$ cat src/hw/bsm_consts.svh
// register offsets, field positions and sizes of the bcd stack math block
`ifndef BSM_CONSTS_SVH
`define BSM_CONSTS_SVH
`define BSM_ADDR_W 8
`define BSM_CTRL_OFS 8'h00
`define BSM_IMAGE_OFS 8'h04
`define BSM_ACC_OFS 8'h08
`define BSM_STK1_OFS 8'h0C
`define BSM_FLAGS_OFS 8'h10
`define BSM_ISTAT_OFS 8'h14
`define BSM_IMASK_OFS 8'h18
`define BSM_DEPTH 8
`define BSM_OP_LSB 0
`define BSM_LEN_LSB 8
`define BSM_LEN_W 6
`define BSM_START_LSB 16
`define BSM_START_W 5
`define BSM_BUSY_BIT 31
`define BSM_LONG_LEN 6'h20
`define BSM_SHORT_LEN 6'h10
`define BSM_INT_W 3
`define BSM_INT_DONE 0
`define BSM_INT_NONBCD 1
`define BSM_INT_BADCMD 2
`define BSM_BIN_W 27
`define BSM_SHORT_BIN_W 14
`define BSM_TEN 14'h000A
`endif

$ cat src/hw/bsm_pkg.sv
// types shared by the bcd stack math block
package bsm_pkg;
`include "bsm_consts.svh"

   typedef enum logic [2:0] {
      FORMATTED_SUBTRACT_OP,
      FORMATTED_MULTIPLY_OP,
      FORMATTED_DIVIDE_OP,
      STACK_ADD_OP,
      STACK_SUBTRACT_OP,
      STACK_PUSH_OP,
      NO_OP
   } bsm_op_e;

   typedef enum logic {IDLE, EXEC} bsm_state_e;

   typedef struct packed {
      logic invalidBcd;
      logic negativeResult;
      logic longCarry;
      logic shortCarry;
      logic longBorrow;
      logic shortBorrow;
      logic zeroResult;
   } bsm_flags_s;

   typedef struct packed {
      logic psel;
      logic penable;
      logic pwrite;
      logic [`BSM_ADDR_W-1:0] paddr;
      logic [31:0] pwdata;
   } bsm_apb_req_s;

   typedef struct packed {
      logic [31:0] prdata;
      logic pready;
      logic pslverr;
   } bsm_apb_rsp_s;

   typedef struct packed {
      bsm_state_e fsm;
      bsm_op_e op;
      logic [`BSM_LEN_W-1:0] runLen;
      logic [`BSM_START_W-1:0] runStart;
      logic [31:0] image;
      logic [31:0] acc;
      logic [`BSM_DEPTH-1:0][31:0] stack;
      bsm_flags_s flags;
      logic [`BSM_INT_W-1:0] intStat;
      logic [`BSM_INT_W-1:0] intMask;
      bsm_apb_rsp_s rsp;
      logic irq;
   } bsm_state_s;
endpackage

$ cat src/hw/bsm_bcd_math.sv
// bcd formatted and stack math datapath with apb register access
//
// The APB register port and the register addresses are this design's own decisions.
`timescale 1ns/100ps
`include "bsm_consts.svh"
module bsm_bcd_math
   import bsm_pkg::*;
(
   input wire logic sys_clk,
   input wire logic nrst,
   input wire bsm_apb_req_s apbReq,
   output bsm_apb_rsp_s apbRsp,
   output logic irq
);

   // ****************************************
   // bcd helper functions
   // ****************************************

   // bcd add or subtract, returns {carry, carry at digit four, sum}
   function automatic logic [33:0] bcdAddSub(
      input logic [31:0] a,
      input logic [31:0] b,
      input logic sub
   );
      logic c;
      logic c16;
      logic [4:0] s;
      logic [3:0] bd;
      logic [31:0] r;
      c = sub;
      c16 = 1'b0;
      r = 32'h0000_0000;
      for (int i = 0; i < 8; i++) begin
         bd = sub ? 4'h9 - b[i*4 +: 4] : b[i*4 +: 4];
         s = {1'b0, a[i*4 +: 4]} + {1'b0, bd} + {4'h0, c};
         c = (s > 5'h09);
         if (c) begin
            s = s + 5'h06;
         end
         r[i*4 +: 4] = s[3:0];
         if (i == 3) begin
            c16 = c;
         end
      end
      return {c, c16, r};
   endfunction

   // every digit within zero to nine
   function automatic logic isBcd(input logic [31:0] x);
      logic ok;
      ok = 1'b1;
      for (int i = 0; i < 8; i++) begin
         if (x[i*4 +: 4] > 4'h9) begin
            ok = 1'b0;
         end
      end
      return ok;
   endfunction

   // four bcd digits to binary
   function automatic logic [`BSM_SHORT_BIN_W-1:0] toBin(input logic [15:0] x);
      logic [`BSM_SHORT_BIN_W-1:0] r;
      r = '0;
      for (int i = 3; i >= 0; i--) begin
         r = 14'(r * `BSM_TEN + {10'h000, x[i*4 +: 4]});
      end
      return r;
   endfunction

   // binary to eight bcd digits by shift and add three
   function automatic logic [31:0] toBcd(input logic [`BSM_BIN_W-1:0] b);
      logic [31:0] r;
      r = 32'h0000_0000;
      for (int i = `BSM_BIN_W - 1; i >= 0; i--) begin
         for (int k = 0; k < 8; k++) begin
            if (r[k*4 +: 4] > 4'h4) begin
               r[k*4 +: 4] = r[k*4 +: 4] + 4'h3;
            end
         end
         r = {r[30:0], b[i]};
      end
      return r;
   endfunction

   // pick the discrete run, lowest bit to bit zero, zero-filled above
   function automatic logic [31:0] runOperand(
      input logic [31:0] img,
      input logic [`BSM_START_W-1:0] start,
      input logic [`BSM_LEN_W-1:0] len
   );
      logic [31:0] mask;
      mask = ~(32'hFFFF_FFFF << len);
      return (img >> start) & mask;
   endfunction

   // legal command and run length check
   function automatic logic cmdOk(input logic [2:0] code, input logic [5:0] len);
      logic ok;
      ok = 1'b1;
      if (code == FORMATTED_SUBTRACT_OP) begin
         ok = (len != 6'h00) && (len <= `BSM_LONG_LEN);
      end else if (code == FORMATTED_MULTIPLY_OP || code == FORMATTED_DIVIDE_OP) begin
         ok = (len != 6'h00) && (len <= `BSM_SHORT_LEN);
      end else if (code >= NO_OP) begin
         ok = 1'b0;
      end
      return ok;
   endfunction

   // ****************************************
   // state and datapath
   // ****************************************

   localparam bsm_state_s RESET_STATE = '0;

   bsm_state_s q;
   bsm_state_s d;
   logic [31:0] operand;
   logic [33:0] fsubRes;
   logic [33:0] saddRes;
   logic [33:0] ssubRes;
   logic [`BSM_SHORT_BIN_W-1:0] mulA;
   logic [`BSM_SHORT_BIN_W-1:0] mulB;
   logic [31:0] mulRes;
   logic [31:0] quotRes;
   logic [31:0] remRes;
   logic shortOk;
   logic accessWr;

   // operand and arithmetic results from the current state
   assign operand = runOperand(q.image, q.runStart, q.runLen);
   assign fsubRes = bcdAddSub(q.acc, operand, 1'b1);
   assign saddRes = bcdAddSub(q.acc, q.stack[0], 1'b0);
   assign ssubRes = bcdAddSub(q.acc, q.stack[0], 1'b1);
   assign mulA = toBin(q.acc[15:0]);
   assign mulB = toBin(operand[15:0]);
   assign mulRes = toBcd(27'({13'h0000, mulA} * {13'h0000, mulB}));
   assign quotRes = (mulB == '0) ? 32'h0000_0000 :
      toBcd({13'h0000, mulA / mulB});
   assign remRes = (mulB == '0) ? {16'h0000, q.acc[15:0]} :
      toBcd({13'h0000, mulA % mulB});
   assign shortOk = isBcd({16'h0000, q.acc[15:0]}) && isBcd({16'h0000, operand[15:0]});
   assign accessWr = apbReq.psel && apbReq.penable && q.rsp.pready && apbReq.pwrite;

   // next state: bus slave, execution and interrupts
   always_comb begin
      logic [`BSM_INT_W-1:0] intSet;
      logic [`BSM_INT_W-1:0] intClr;
      intSet = '0;
      intClr = '0;
      d = q;
      // setup phase: decode and register the answer
      d.rsp.pready = apbReq.psel && !apbReq.penable;
      d.rsp.pslverr = 1'b0;
      d.rsp.prdata = 32'h0000_0000;
      if (apbReq.psel && !apbReq.penable) begin
         case (apbReq.paddr)
            `BSM_CTRL_OFS: begin
               d.rsp.prdata[`BSM_OP_LSB +: 3] = q.op;
               d.rsp.prdata[`BSM_LEN_LSB +: `BSM_LEN_W] = q.runLen;
               d.rsp.prdata[`BSM_START_LSB +: `BSM_START_W] = q.runStart;
               d.rsp.prdata[`BSM_BUSY_BIT] = (q.fsm == EXEC);
            end
            `BSM_IMAGE_OFS: d.rsp.prdata = q.image;
            `BSM_ACC_OFS: d.rsp.prdata = q.acc;
            `BSM_STK1_OFS: d.rsp.prdata = q.stack[0];
            `BSM_FLAGS_OFS: d.rsp.prdata = 32'(q.flags);
            `BSM_ISTAT_OFS: d.rsp.prdata = 32'(q.intStat);
            `BSM_IMASK_OFS: d.rsp.prdata = 32'(q.intMask);
            default: d.rsp.pslverr = 1'b1;
         endcase
      end
      // access phase: writes take effect
      if (accessWr) begin
         case (apbReq.paddr)
            `BSM_CTRL_OFS: begin
               if (q.fsm == EXEC || !cmdOk(apbReq.pwdata[`BSM_OP_LSB +: 3],
                     apbReq.pwdata[`BSM_LEN_LSB +: `BSM_LEN_W])) begin
                  intSet[`BSM_INT_BADCMD] = 1'b1;
               end else begin
                  d.op = bsm_op_e'(apbReq.pwdata[`BSM_OP_LSB +: 3]);
                  d.runLen = apbReq.pwdata[`BSM_LEN_LSB +: `BSM_LEN_W];
                  d.runStart = apbReq.pwdata[`BSM_START_LSB +: `BSM_START_W];
                  d.fsm = EXEC;
               end
            end
            `BSM_IMAGE_OFS: d.image = apbReq.pwdata;
            `BSM_ACC_OFS: begin
               if (q.fsm == IDLE) begin
                  d.acc = apbReq.pwdata;
               end
            end
            `BSM_ISTAT_OFS: intClr = apbReq.pwdata[`BSM_INT_W-1:0];
            `BSM_IMASK_OFS: d.intMask = apbReq.pwdata[`BSM_INT_W-1:0];
            default: ;
         endcase
      end
      // execution: each op rewrites only the flags it drives
      if (q.fsm == EXEC) begin
         d.fsm = IDLE;
         intSet[`BSM_INT_DONE] = 1'b1;
         unique case (q.op)
            FORMATTED_SUBTRACT_OP: begin
               d.acc = fsubRes[31:0];
               d.flags.zeroResult = (fsubRes[31:0] == 32'h0000_0000);
               d.flags.shortBorrow = !fsubRes[32];
               d.flags.longBorrow = !fsubRes[33];
               d.flags.negativeResult = !fsubRes[33];
               d.flags.invalidBcd = !(isBcd(q.acc) && isBcd(operand));
            end
            FORMATTED_MULTIPLY_OP: begin
               d.acc = mulRes;
               d.flags.zeroResult = (mulRes == 32'h0000_0000);
               d.flags.negativeResult = 1'b0;
               d.flags.invalidBcd = !shortOk;
            end
            FORMATTED_DIVIDE_OP: begin
               d.acc = quotRes;
               d.stack[0] = remRes;
               d.flags.zeroResult = (quotRes == 32'h0000_0000);
               d.flags.negativeResult = 1'b0;
               d.flags.invalidBcd = !shortOk;
            end
            STACK_ADD_OP, STACK_SUBTRACT_OP: begin
               if (q.op == STACK_ADD_OP) begin
                  d.acc = saddRes[31:0];
                  d.flags.zeroResult = (saddRes[31:0] == 32'h0000_0000);
                  d.flags.shortCarry = saddRes[32];
                  d.flags.longCarry = saddRes[33];
                  d.flags.negativeResult = 1'b0;
               end else begin
                  d.acc = ssubRes[31:0];
                  d.flags.zeroResult = (ssubRes[31:0] == 32'h0000_0000);
                  d.flags.shortBorrow = !ssubRes[32];
                  d.flags.longBorrow = !ssubRes[33];
                  d.flags.negativeResult = !ssubRes[33];
               end
               d.flags.invalidBcd = !(isBcd(q.acc) && isBcd(q.stack[0]));
               d.stack[`BSM_DEPTH-2:0] = q.stack[`BSM_DEPTH-1:1];
               d.stack[`BSM_DEPTH-1] = 32'h0000_0000;
            end
            STACK_PUSH_OP: begin
               d.stack[`BSM_DEPTH-1:1] = q.stack[`BSM_DEPTH-2:0];
               d.stack[0] = q.acc;
               intSet[`BSM_INT_DONE] = 1'b1;
            end
            default: intSet[`BSM_INT_BADCMD] = 1'b1;
         endcase
         // flags not written above keep their value
         intSet[`BSM_INT_NONBCD] = d.flags.invalidBcd && (q.op != STACK_PUSH_OP);
      end
      // sticky status: a set in the clearing cycle wins
      d.intStat = (q.intStat & ~intClr) | intSet;
      d.irq = |(d.intStat & d.intMask);
   end

   // state register with synchronous reset
   always_ff @(posedge sys_clk) begin
      if (!nrst) begin
         q <= RESET_STATE;
      end else begin
         q <= d;
      end
   end

   // outputs straight from the state register
   assign apbRsp = q.rsp;
   assign irq = q.irq;

   logic execSub;
   logic execAddS;
   logic execSubS;
   assign execSub = (q.fsm == EXEC) && (q.op == FORMATTED_SUBTRACT_OP);
   assign execAddS = (q.fsm == EXEC) && (q.op == STACK_ADD_OP);
   assign execSubS = (q.fsm == EXEC) && (q.op == STACK_SUBTRACT_OP);
endmodule

$ cat config.mk
export PLATFORM = sky130hd
export DESIGN_NAME = bsm_bcd_math
export DESIGN_NICKNAME = d
export VERILOG_FILES = /design/src/hw/bsm_pkg.sv /design/src/hw/bsm_bcd_math.sv
export VERILOG_INCLUDE_DIRS = /design/src /design/src/hw
export SDC_FILE = /design/constraint.sdc
export NUM_CORES = 2
export LEC_CHECK = 0
export BUFFER_PORTS_ARGS = -buffer_cell sky130_fd_sc_hd__clkbuf_2
export CELL_PAD_IN_SITES_DETAIL_PLACEMENT = 0
export CELL_PAD_IN_SITES_GLOBAL_PLACEMENT = 1
export CORE_UTILIZATION = 35
export CTS_CLUSTER_SIZE = 16
export DETAILED_ROUTE_END_ITERATION = 16
export HOLD_SLACK_MARGIN = 0.12
export PLACE_DENSITY_LB_ADDON = 0.12
export SETUP_SLACK_MARGIN = 0.2
export SLEW_MARGIN = 20
export SYNTH_ARGS = -nofsm -noshare
export SYNTH_HDL_FRONTEND = slang
export SYNTH_SLANG_ARGS = --single-unit
export TNS_END_PERCENT = 1
$ cat constraint.sdc
create_clock -name sys_clk -period 129.3 [get_ports sys_clk]
set_input_delay 19.395 -clock sys_clk [delete_from_list [all_inputs] [get_ports sys_clk]]
set_output_delay 19.395 -clock sys_clk [all_outputs]
set_load 0.005 [all_outputs]
==> parameters.txt <==
Parameter                              Value

Floorplanning
  Initial Utilization    0.354
  Area enclosed by the die boundary    176000 µm²
  Core Region    172000 µm²
  Core Rows    about 150
  I/O pins    80
  Die Ht    419 µm
  Die span in x    between 400 and 500 µm

Clock network
  Clock tree from TritonCTS    yes
  CTS HTree Levels    2
  Hold-fix buffers, CTS    0
  CTS Buf Count    42
  Register clock-pin slew on the reported worst setup and hold paths    60 ps
  Root buffer selected by CTS    clkbuf_16
  Post-CTS Repair Setup Buffers    0
  CTS Buffer Depth    3
  PostCTS Resize Cnt    0
  Clk Latency, worst-skew pair    610 ps
  Total clock sinks    ~380

Hold path
  Worst min path class    flip-flop to flip-flop

Timing
  Relative max-transition margin    0.254
  Count of pins over their slew limit    0
  Clk_skew    about 27 ps
  Final setup viols    0
  Worst-margin pin slew    1120 ps
  Final cycle utilization of the critical path    0.392
  Final number of hold-violating endpoints    0
  TNS Setup    0 ps
  Max Freq    0.0197 GHz
  Period minus WS final    between 50000 and 60000 ps
  RSZ-0062 raised after global routing    false

Synth
  Main synth FF type    dfxtp_1
  Average size of a mapped cell    7.66 µm²
  Cell variety after synth    136
  Number of cells produced by synthesis    7946
  Number of enable flip-flop cells after synthesis    0
  Async set-or-reset flop fraction in the synthesized netlist    0
  Syn nets    8910
  Mapped Area    60900 µm²
  Number of synthesis warnings    0
  Count of state elements after synthesis    383
  Sequential fraction of the synthesis area    0.126

Critical path
  Critical path fanouts, max    32
  Kind of critical path    flip-flop to flip-flop
  Required time reported for the critical path endpoint    129800 ps
  Crit-path max cell delay    890 ps
  Type of origin of the critical path    flip-flop
  Cell at the slowest stage of the critical path    dfxtp_1
  Number of buffers and inverters on the critical path    20
  CP Capture Type    flip-flop
  Most common cell on crit path    o21a_1
  Endpoint arrival time on the critical path    51220 ps
  Crit-path leading delay family    compound AO/OA/AOI/OAI gates

Detailed routing
  Via total after detailed routing    just under 60k
  Initial DRC Count    a little under 5k
  Vias per cell    5.75
  Remaining antenna violation count    0
  Drc violations    0
  Final routed wire length divided by cell count    around 21 µm
  Routed Wire Length    between 200000 and 250000 µm
  Pre-Repair DR Iteration Count    6

Cells and area
  Share of final-layout standard cells stronger than drive strength 1    0.0780
  Final instance area    65000 µm²
  Commonest cells after routing, fill and taps aside    nand2_1, nor2_1, ha_1, inv_1, a21oi_1
  Area Growth Syn to Fin    6.77%
  Most common library cell in the layout ignoring fill and taps    nand2_1
  Net count, final    slightly below 9k
  Utilization after layout    0.378

Global routing
  Global router's overall resource usage    0.233
  Global-route wire length before repair    326000 µm
  Antenna violations before repair    4
  Maximum number of pins on one net before global-route repair    277
  Overflow left after global routing    0
  Vias in the first global route    around 55k

Run status
  Run status    completed

Placed design
  Post-DP HPWL    166000 µm
  Weighted congestion at the end of routability-driven global placement    0.930
  Number of buffers inserted by port buffering    between 70 and 80
  Placed inst area    63600 µm²

Flow run
  Number of maximum-capacitance constraint violations    0
## Yosys cell counts (all sizes together), types with 67 or more instances
cell    instances  area [µm²]
nand2         946        3550
nor2          774        2910
ha            723        9050
inv           602        2260
a21oi         472        2390
dfxtp         383        7670
o21ai         307        1550
clkbuf        289        1080
xnor2         253        2250
mux2i         240        2490
a311oi        202        1780
fa            196        3920
nor3          189         971
xor2          147        1300
a21o          146        1100
mux2          141        1630
nand3         114         576
a31oi         102         706
a221oi        100         895
a22oi         100         751
o211ai         96         731
a211oi         94         763
o21a           94         706
and2           89         559
nand2b         87         544
nor2b          67         419
## final cells by class
class / instances / area, µm²
inverter: 612 / 2300
clock buffer: 61 / 1210
multi-input combinational: 6600 / 49500
antenna: 2 / 5.00
clock inverter: 15 / 180
fill: 18106 / 107000
sequential: 383 / 7670
timing repair buffer: 180 / 1190
tap: 2310 / 2890
## registers in the layout (all words and copies together) (netlist names)
| name | flops |
|---|---|
| q | 348 |
| apbRsp | 34 |
| irq | 1 |
## cell families after synthesis
family | after synthesis | share of synthesized area
adders and majority gates | 921 | 0.213
AOI/OAI and AO/OA | 2248 | 0.268
muxes | 396 | 0.0733
and+or+nand+nor | 2634 | 0.199
buffers and inverters | 963 | 0.0618
DFF | 383 | 0.126
xor gates and xnor gates | 401 | 0.0586
## metal layers
layer | vias to the layer above | GRT usage | share of wire
met4 | 4 | 0.0523 | 0.024
met3 | 222 | 0.0213 | 0.047
li1 | 28665 | - | -
met1 | 28205 | 0.331 | 0.48
met5 | - | 0 | 0.00014
met2 | 1319 | 0.377 | 0.45
## worst reg2reg max path, delay by kind of cell (launching register included)
| family | cells | cell delay [ps] |
|---|---|---|
| AO/OA/AOI/OAI | 109 | 21330 |
| AND/OR/NAND/NOR | 58 | 10610 |
| adder cells (fa/ha/maj) | 25 | 7670 |
| buffers and inverters | 20 | 4600 |
| XOR/XNOR | 12 | 3170 |
| multiplexers | 6 | 2430 |
| flip-flops | 1 | 890 |
## stage by stage
stage	hold WS, ps	cells	setup WS (ps)
3_5_place_dp	471	10084	78910
4_1_cts	479	10160	78720
6_report	477	10163	78580
2_1_floorplan	449	7946	84100
3_3_place_gp	462	10084	79920
5_1_grt	499	10161	73660
## path summary, 6_finish.rpt
kind                  to  cells after the start   start  slack [ps]
setup / recovery   q[54]                    230  q[370]       78580
hold / removal    q[247]                      2  q[279]         480
setup reg to reg   q[54]                    230  q[370]       78580
hold reg to reg   q[247]                      2  q[279]         480
Power is not shown: default switching activity piles up to over one toggle a cycle in this logic, so the estimate is an artifact.
